File: config.mk
export PLATFORM = sky130hd
export DESIGN_NAME = timer_unit
export DESIGN_NICKNAME = d
export VERILOG_FILES = /design/src/rtl/timer_unit_pkg.sv /design/src/rtl/timer_unit.sv
export SDC_FILE = /design/constraint.sdc
export NUM_CORES = 1
export LEC_CHECK = 0
export BUFFER_PORTS_ARGS = -buffer_cell sky130_fd_sc_hd__buf_2
export CAP_MARGIN = 15
export CELL_PAD_IN_SITES_DETAIL_PLACEMENT = 1
export CELL_PAD_IN_SITES_GLOBAL_PLACEMENT = 1
export CORE_ASPECT_RATIO = 1.75
export CORE_MARGIN = 2
export CORE_UTILIZATION = 40
export CTS_CLUSTER_DIAMETER = 50
export DETAILED_ROUTE_END_ITERATION = 12
export PLACE_DENSITY_LB_ADDON = 0.1
export SYNTH_ARGS = -nofsm -noshare
export SYNTH_HDL_FRONTEND = slang
export SYNTH_SLANG_ARGS = --single-unit
File: constraint.sdc
create_clock -name CLK -period 3.1 [get_ports CLK]
set_input_delay 0.31 -clock CLK [delete_from_list [all_inputs] [get_ports CLK]]
set_output_delay 0.31 -clock CLK [all_outputs]
set_load 0.01 [all_outputs]
File: src/rtl/timer_unit_pkg.sv
// Purpose: Shared constants and types of the timer unit
// Assumes: 32-bit register port, byte offsets multiple of four
// Notes:   Offsets, field positions, reset values, encodings
`default_nettype none
package timer_unit_pkg;
   // =========================================================
   // Register map
   localparam logic [7:0]  OFS_CTRL    = 8'h00;
   localparam logic [7:0]  OFS_STATUS  = 8'h04;
   localparam logic [7:0]  OFS_CMD     = 8'h08;
   localparam logic [7:0]  OFS_COUNT   = 8'h0c;
   localparam logic [7:0]  OFS_PERIOD  = 8'h10;
   localparam logic [7:0]  OFS_CC0     = 8'h14;
   localparam logic [7:0]  OFS_CC1     = 8'h18;
   // =========================================================
   // timer_main_control fields
   localparam int          BIT_SOFTWARE_RESET   = 0;
   localparam int          BIT_ENABLE  = 1;
   localparam int          BIT_RUNSTBY = 6;
   localparam int          BIT_ONREQ   = 7;
   localparam int          PRESC_LO    = 8;
   localparam int          BIT_AUTO_LOCK_UPDATE   = 11;
   localparam int          CHANNEL_CAPTURE_ENABLE_LO   = 16;
   localparam int          PINSEL_LO   = 20;
   localparam int          KIND0_LO    = 24;
   localparam int          KIND1_LO    = 27;
   localparam logic [31:0] CTRL_WMASK  = 32'h1b33_0ffe;
   localparam logic [31:0] CTRL_RST    = 32'h0000_0000;
   // =========================================================
   // Status and command bits
   localparam int          STAT_STOP   = 0;
   localparam int          STAT_LOCK   = 1;
   localparam int          STAT_CLKREQ = 2;
   localparam int          STAT_BUSY   = 3;
   localparam int          CMD_RETRIG  = 0;
   localparam int          CMD_STOP    = 1;
   localparam int          CMD_LOCKCLR = 2;
   // =========================================================
   // Prescaler terminal counts for codes 0..7
   localparam logic [9:0]  PRESC_LAST [0:7] = '{
      10'h000, 10'h001, 10'h003, 10'h007,
      10'h00f, 10'h03f, 10'h0ff, 10'h3ff};
   // =========================================================
   // Types
   typedef enum logic [1:0] {
      capture_default  = 2'h0,
      capture_minimum  = 2'h1,
      capture_maximum  = 2'h2,
      capture_reserved = 2'h3
   } capture_kind_e;
   typedef enum logic [1:0] {
      RUN_ACTIVE  = 2'b01,
      RUN_STOPPED = 2'b10
   } run_state_e;
endpackage : timer_unit_pkg
`default_nettype wire

File: src/rtl/timer_unit.sv
// Purpose: Timer/counter with main control register, two channels
// Assumes: One clock; pins asynchronous, events on this clock
// Notes:   Counter counts up to PERIOD, then wraps (overflow)
//
// How it works
// - Channel 1 capture kind bits 28:27: default, minimum, maximum, reserved
// - Channel 0 capture kind bits 25:24, same encoding as channel 1
// - Bits 20,21 choose capture trigger: 0 event network, 1 pin
// - Bits 16,17: 1 makes channel capture, 0 makes it compare
// - Auto-lock bit 11 sets lock flag on overflow or re-trigger
// - Bits 10:8 divide clock by 1,2,4,8,16,64,256,1024
// - Clock request stays on while stopped when on-request is clear
// - On-request set: stopped counter drops request until restart
// - Standby without run-in-standby forces on-request to zero
// - Bit 6 clear halts counter in standby, set keeps it running
// - Control settings act directly; no synchronisation busy
`timescale 1ns/1ps
`default_nettype none
module timer_unit
   import timer_unit_pkg::*;
#(
   parameter int CNT_W = 16
) (
   // Clock and reset
   input  wire logic              CLK,
   input  wire logic              SRST,
   // Register port
   input  wire logic [7:0]        ADDR,
   input  wire logic [31:0]       WDATA,
   input  wire logic              WR,
   input  wire logic              RD,
   output var  logic [31:0]       RDATA,
   // Event network and pins
   input  wire logic              EV_START,
   input  wire logic [1:0]        EV_CAPT,
   input  wire logic [1:0]        CAP_PIN,
   input  wire logic              STANDBY,
   // Status outputs
   output var  logic              CLK_REQ,
   output var  logic [1:0]        MATCH,
   output var  logic [1:0]        CAPTURED
);
   import timer_unit_pkg::*;

   // =========================================================
   // Decode
   logic              wr_ctrl;
   logic              wr_cmd;
   logic              sw_reset;
   logic              clr;
   assign wr_ctrl  = WR && (ADDR == OFS_CTRL);
   assign wr_cmd   = WR && (ADDR == OFS_CMD);
   assign sw_reset = wr_ctrl && WDATA[BIT_SOFTWARE_RESET];
   assign clr      = SRST || sw_reset;

   // =========================================================
   // Control register
   logic [31:0]       ctrl_r;
   always_ff @(posedge CLK) begin
      if (clr) begin
         ctrl_r <= CTRL_RST;
      end else if (wr_ctrl) begin
         ctrl_r <= WDATA & CTRL_WMASK;
      end
   end

   logic              enable_f;
   logic              run_in_standby;
   logic              clock_on_request;
   logic [2:0]        prescaler_f;
   logic              auto_lock_update;
   logic [1:0]        channel_capture_enable;
   logic [1:0]        pin_capture_select;
   capture_kind_e     kind [2];
   assign enable_f               = ctrl_r[BIT_ENABLE];
   assign run_in_standby         = ctrl_r[BIT_RUNSTBY];
   assign clock_on_request       = ctrl_r[BIT_ONREQ];
   assign prescaler_f            = ctrl_r[PRESC_LO +: 3];
   assign auto_lock_update       = ctrl_r[BIT_AUTO_LOCK_UPDATE];
   assign channel_capture_enable = ctrl_r[CHANNEL_CAPTURE_ENABLE_LO +: 2];
   assign pin_capture_select     = ctrl_r[PINSEL_LO +: 2];
   assign kind[0] = capture_kind_e'(ctrl_r[KIND0_LO +: 2]);
   assign kind[1] = capture_kind_e'(ctrl_r[KIND1_LO +: 2]);

   // =========================================================
   // Standby and commands
   logic              sb_halt;
   logic              clock_on_request_eff;
   logic              retrig;
   logic              stop_cmd;
   logic              lock_clr;
   assign sb_halt      = STANDBY && !run_in_standby;
   assign clock_on_request_eff = clock_on_request && !sb_halt;
   assign retrig   = (wr_cmd && WDATA[CMD_RETRIG]) || EV_START;
   assign stop_cmd = wr_cmd && WDATA[CMD_STOP] && !retrig;
   assign lock_clr = wr_cmd && WDATA[CMD_LOCKCLR];

   // =========================================================
   // Run state
   run_state_e        state_r;
   always_ff @(posedge CLK) begin
      if (clr) begin
         state_r <= RUN_ACTIVE;
      end else begin
         case (state_r)
            RUN_ACTIVE: begin
               if (stop_cmd) begin
                  state_r <= RUN_STOPPED;
               end
            end
            RUN_STOPPED: begin
               if (retrig) begin
                  state_r <= RUN_ACTIVE;
               end
            end
            default: begin
               state_r <= RUN_ACTIVE;
            end
         endcase
      end
   end

   logic              counting;
   assign counting = enable_f && (state_r == RUN_ACTIVE) && !sb_halt;

   // =========================================================
   // Prescaler
   logic [9:0]        presc_r;
   logic              tick;
   assign tick = counting && (presc_r >= PRESC_LAST[prescaler_f]);
   always_ff @(posedge CLK) begin
      if (clr || retrig || tick) begin
         presc_r <= 10'h000;
      end else if (counting) begin
         presc_r <= presc_r + 10'h001;
      end
   end

   // =========================================================
   // Counter and period
   logic [CNT_W-1:0]  count_r;
   logic [CNT_W-1:0]  period_r;
   logic              ovf;
   assign ovf = tick && (count_r == period_r);
   always_ff @(posedge CLK) begin
      if (clr || retrig) begin
         count_r <= '0;
      end else if (WR && (ADDR == OFS_COUNT)) begin
         count_r <= WDATA[CNT_W-1:0];
      end else if (ovf) begin
         count_r <= '0;
      end else if (tick) begin
         count_r <= count_r + 1'b1;
      end
   end
   always_ff @(posedge CLK) begin
      if (clr) begin
         period_r <= '1;
      end else if (WR && (ADDR == OFS_PERIOD)) begin
         period_r <= WDATA[CNT_W-1:0];
      end
   end

   // =========================================================
   // Lock update flag, set wins over clear
   logic              lock_update_flag;
   always_ff @(posedge CLK) begin
      if (clr) begin
         lock_update_flag <= 1'b0;
      end else if (auto_lock_update && (ovf || retrig)) begin
         lock_update_flag <= 1'b1;
      end else if (lock_clr) begin
         lock_update_flag <= 1'b0;
      end
   end

   // =========================================================
   // Clock request
   always_ff @(posedge CLK) begin
      if (clr) begin
         CLK_REQ <= 1'b1;
      end else if (!clock_on_request_eff) begin
         CLK_REQ <= 1'b1;
      end else begin
         CLK_REQ <= (state_r == RUN_ACTIVE && !stop_cmd) || retrig;
      end
   end

   // =========================================================
   // Channels
   logic [CNT_W-1:0]  cc_r [2];
   logic [1:0]        take;
   logic [1:0]        store;
   genvar ch;
   generate
      for (ch = 0; ch < 2; ch++) begin : g_chan
         logic [2:0]  pin_sy_r;
         logic        pin_lvl_r;
         logic        pin_edge;
         logic        trig;
         logic        better;
         // Pin synchroniser, change once stages 2 and 3 agree
         always_ff @(posedge CLK) begin
            if (clr) begin
               pin_sy_r <= 3'h0;
            end else begin
               pin_sy_r <= {pin_sy_r[1:0], CAP_PIN[ch]};
            end
         end
         always_ff @(posedge CLK) begin
            if (clr) begin
               pin_lvl_r <= 1'b0;
            end else if (pin_sy_r[1] == pin_sy_r[2]) begin
               pin_lvl_r <= pin_sy_r[2];
            end
         end
         assign pin_edge = (pin_sy_r[1] == pin_sy_r[2]) &&
                           pin_sy_r[2] && !pin_lvl_r;
         assign trig = pin_capture_select[ch] ? pin_edge : EV_CAPT[ch];
         assign take[ch] = enable_f && channel_capture_enable[ch] && trig;
         always_comb begin
            case (kind[ch])
               capture_minimum: better = count_r < cc_r[ch];
               capture_maximum: better = count_r > cc_r[ch];
               default:         better = 1'b1;
            endcase
         end
         assign store[ch] = take[ch] && better;
         always_ff @(posedge CLK) begin
            if (clr) begin
               cc_r[ch] <= '0;
            end else if (store[ch]) begin
               cc_r[ch] <= count_r;
            end else if (WR && (ADDR == (ch == 0 ? OFS_CC0 : OFS_CC1)))
            begin
               cc_r[ch] <= WDATA[CNT_W-1:0];
            end
         end
         always_ff @(posedge CLK) begin
            if (clr) begin
               CAPTURED[ch] <= 1'b0;
               MATCH[ch]    <= 1'b0;
            end else begin
               CAPTURED[ch] <= store[ch];
               MATCH[ch]    <= !channel_capture_enable[ch] && tick &&
                               (count_r == cc_r[ch]);
            end
         end
      end
   endgenerate

   // =========================================================
   // Read port, data one cycle after strobe
   logic [31:0]       status_w;
   always_comb begin
      status_w              = 32'h0000_0000;
      status_w[STAT_STOP]   = (state_r == RUN_STOPPED);
      status_w[STAT_LOCK]   = lock_update_flag;
      status_w[STAT_CLKREQ] = CLK_REQ;
      status_w[STAT_BUSY]   = 1'b0;
   end
   always_ff @(posedge CLK) begin
      if (SRST || !RD) begin
         RDATA <= 32'h0000_0000;
      end else if (ADDR == OFS_CTRL) begin
         RDATA <= ctrl_r;
      end else if (ADDR == OFS_STATUS) begin
         RDATA <= status_w;
      end else if (ADDR == OFS_COUNT) begin
         RDATA <= 32'(count_r);
      end else if (ADDR == OFS_PERIOD) begin
         RDATA <= 32'(period_r);
      end else if (ADDR == OFS_CC0) begin
         RDATA <= 32'(cc_r[0]);
      end else if (ADDR == OFS_CC1) begin
         RDATA <= 32'(cc_r[1]);
      end else begin
         RDATA <= 32'h0000_0000;
      end
   end
endmodule : timer_unit
`default_nettype wire

# Yosys cells after proc, flatten, opt, wreduce, memory -nomap -nowiden

Memories as Yosys holds them, arrays and structs flattened.
Index checks and enable logic that the tools add are counted.

Output and inout bits: 37
Input port bits: 50
Memories kept: 2
ROM bits: 80
Bits in writable memories: 32
Word-level logic and storage cells: 151
Register bits: 109

Memories:

| name            | depth | bits a word | read ports | clocked after memory_dff | write ports | RTL line          | text |
|---|---|---|---|---|---|---|---|
| (no name shown) | 8     | 10          | 1          | 0                        | 0           | timer_unit.sv:130 | `assign tick = counting && (presc_r >= PRESC_LAST[prescaler_f]);` |
| cc_r            | 2     | 16          | 2          | 0                        | 2           | timer_unit.sv:191 | `logic [CNT_W-1:0] cc_r [2];` |

Bitwise logic cells: 6
Reductions and logical operators: 57
$add $sub $neg: 2
Magnitude comparators: 6
Equality and inequality tests: 19
Mux-type cells: 40

Operators with widths:

| operator                | number |
|---|---|
| $mux W16                | 12 |
| $eq A16 B16 Y1          | 3 |
| $logic_and A1 B1 Y1     | 33 |
| $gt A16 B16 Y1          | 2 |
| $lt A16 B16 Y1          | 2 |
| $mux W29                | 1 |
| $eq A8 B5 Y1 const B    | 3 |
| $mux W1                 | 20 |
| $mux W10                | 2 |
| $add A16 B1 Y16 const B | 1 |
| $eq A8 B4 Y1 const B    | 2 |
| $add A10 B1 Y10 const B | 1 |
| $ge A10 B10 Y1          | 1 |
| $logic_not A1 Y1        | 9 |
| $eq A8 B3 Y1 const B    | 1 |
| $logic_not A8 Y1        | 1 |
| $logic_or A1 B1 Y1      | 7 |
| $eq A2 B1 Y1 const B    | 3 |
| $eq A2 B2 Y1 const B    | 3 |
| $reduce_or A6 Y1        | 1 |
| $ge A4 B4 Y1 const B    | 1 |
| $mux W2                 | 2 |
| $ne A2 B2 Y1 const B    | 2 |
| $not A3 Y4              | 1 |
| 10 further kinds        | 16 |

# Longest topological paths before layout

Word-level depth: 11
Depth in mapped cells: 12

# Worst setup path after synthesis

No wires, ideal clock.

Path type: flip-flop to flip-flop
Start: register count_r[9]
End: memory cc_r[0][0] (enable)
Stages on the path, launching flop included: 10
Slack: 196 ps
Data arrival time: 2488 ps
Library setup time: 416 ps
Buffers on the path: 2
Period minus slack after synthesis: 2904 ps
Cells stage by stage: dfxtp_1 > ha_1 > a21o_1 > nand3_2 > a21oi_2 > or4b_4 > o311ai_2 > buf_6 > buf_12 > nand3_1

RTL lines:

| element                  | RTL line          | text |
|---|---|---|
| start: declaration       | timer_unit.sv:141 | `logic [CNT_W-1:0] count_r;` |
| start signal: assignment | timer_unit.sv:149 | `count_r <= WDATA[CNT_W-1:0];` |
| start signal: assignment | timer_unit.sv:153 | `count_r <= count_r + 1'b1;` |
| end: declaration         | timer_unit.sv:191 |  |

==> impl_metrics.tcl <==
set metrics [dict create \
    grt_pass1_wl_um 40100 \
    grt_overflow 0 \
    ioPinCount 87 \
    die-area_mm2 0.0196 \
    cts_root_buf "clkbuf_16" \
    dr.pass1.iters 4 \
    r2r_setup_slack_ps 140 \
    ant_nets 0 \
    power_density_mw_per_mm2 480 \
    die_w_um 107 \
    cap_viol_max_count 0 \
    clk_pin_slew_ps 60 \
    netlist.area_leader.share 0.274 \
    drt_iter0_markers 284 \
    via_per_inst 5.66 \
    crit_arrival_ps 3240 \
    yosys.cell_count.top_type "nand2_1" \
    synth_edf_count 32 \
    end_kind "flop" \
    drive_gt1_frac 0.175 \
    antenna_cells 0 \
    setup_viol 0 \
    ys_top_cells_by_area "dfxtp_1 (27%), edfxtp_1 (13%), nand2_1 (8.5%)" \
    ys_seq_elements 133 \
    final_max_slew_viol_count 0 \
    die_y_um 184 \
    dr_total_vias 6609 \
    power_leakage_nw 3.63 \
    cpLargestDelayFamily "compound AO/OA/AOI/OAI gates" \
    start_kind "flop" \
    drc 0 \
    cts_resized 0 \
    path_cells "ha_1 > a21o_1 > nand3_1 > a211oi_1 > or4b_4 > o311ai_4 > buf_4 > mux2i_1" \
    synth_flop_cell "dfxtp_1" \
    antenna_found_initial 0 \
    hold_viol_final 0 \
    tritoncts "built" \
    maxSlewHeadroom 0.428 \
    rows 65 \
    synth.largest_area_cell "dfxtp_1" \
    drt-total-wl_um 25800 \
    path_buf_inv 1 \
    grt_max_degree 35 \
    cts_max_level 4 \
    area_growth_pct 17.9 \
    insertion_delay_ps 440 \
    fmax_mhz 338 \
    status "completed" \
    fin_nets 1021 \
    ys.warnings.count 0 \
    hp-class "input port to flop" \
    ys_types 63 \
    fin_skew_ps 8.70 \
    slowest_stage "or4b_4" \
    setup-tns-final_ps 0 \
    grt_pass1_vias 7260 \
    cp_max_fo 8 \
    postLayoutCoreUtil 0.482 \
    syn_inst 845 \
    numPortBuffers 70 \
    cts_buffers 17 \
    final_area_mm2 0.00870 \
    crit_required_ps 3380 \
    async_reset_ff_frac 0 \
    syn-cell-area_mm2 0.00738 \
    hpwl_um 19200 \
    cts_buffer_depth 2 \
    avgRoutedWirePerCell_um 22.1 \
    core-area_mm2 0.0181 \
    slowest_delay_ps 590 \
    path_class "flop to flop" \
    post-route-period-util 0.955 \
    yosysSeqAreaShare 0.404 \
    synthTopCellsByCount "nand2_1 (167), dfxtp_1 (101), a21oi_1 (54)" \
    rsz0062_at_grt "no" \
    start_util 0.409 \
    post_cts_buffers 0 \
    tightest_slew_ps 853 \
    place.gp.congestion 0.919 \
    placedInstanceArea_mm2 0.00806 \
    layout_min_cycle_time_ps 2960 \
    cts.sinks 133 \
    syn_area_per_cell_um2 8.73 \
    grt_usage 0.275 \
    cts-hold-fix-buffers 0 \
    vdd_drop_max_mv 0.456 \
]
## cells by family (layout without fill, tap and decap cells)
group	count (synthesis)	count (layout)	synth area share
muxes	44	44	0.0597
DFF	133	133	0.404
adders and majority gates	50	50	0.0848
and+or+nand+nor	330	330	0.214
other	1	8	0.000508
buffers and inverters	102	184	0.0645
AOI/OAI and AO/OA	150	150	0.131
xor gates and xnor gates	35	35	0.0416
## routing by layer
metal  global-route usage  wire length, um  up-vias
met1                0.276             9550     3308
met4                0.146             1100        0
met3               0.0475              819       55
met5                    0                0        -
li1                     -                -     3090
met2                0.526            14400      156
## worst paths after layout
path,start,end,cells past startpoint
worst max-delay path,count_r[5],cc_r[0][0],8
worst min-delay path,CAP_PIN[0],g_chan[0].pin_sy_r[0],2
worst max register to register,count_r[5],cc_r[0][0],8
worst min register to register,g_chan[1].pin_sy_r[0],g_chan[1].pin_sy_r[1],1
## metrics by stage
stage                     std cells  hold WS [ps]  power, W  setup WS (ps)
after floorplan                 852           406   0.00196            196
after global placement         1136           407   0.00206            258
after detailed placement       1136           415   0.00207            158
after CTS                      1168          53.3   0.00422            147
after global routing           1168          68.1   0.00430           16.1
final                          1168          69.4   0.00418            140
## final cells by class
type | instances | area (um^2)
fill | 2197 | 9350
multi-input combinational | 617 | 3980
sequential | 133 | 2980
timing repair buffer | 105 | 638
clock buffer | 21 | 526
tap | 234 | 293
inverter | 47 | 176
clock inverter | 11 | 109
## cell usage in the layout (no fill, tap or decap), drive strengths merged, types with 14 or more instances in the layout
cell type and n:
nand4 14, o21ai 34, a21oi 55, mux2i 44, nor2 44, dfxtp 101, and3 15, nand3 38
xnor2 27, clkbuf 21, buf 105, ha 50, edfxtp 32, nand2 168, inv 49
## report_power, final
part	switching [W]	leakage (nW)	internal, W
Clock	0.000845	0.311	0.00130
Combinational	0.000143	2.20	0.0000692
Sequential	0.0000166	1.12	0.00180
## registers in the layout, summed over array words and instances, names as in the netlist
signal / count
CAPTURED: 2
count_r: 16
presc_r: 10
RDATA: 24
g_chan.pin_sy_r: 6
state_r: 2
MATCH: 2
cc_r: 32
lock_update_flag: 1
CLK_REQ: 1
g_chan.pin_lvl_r: 2
period_r: 16
ctrl_r: 19
Note: power is estimated with default switching activity, not from simulation.
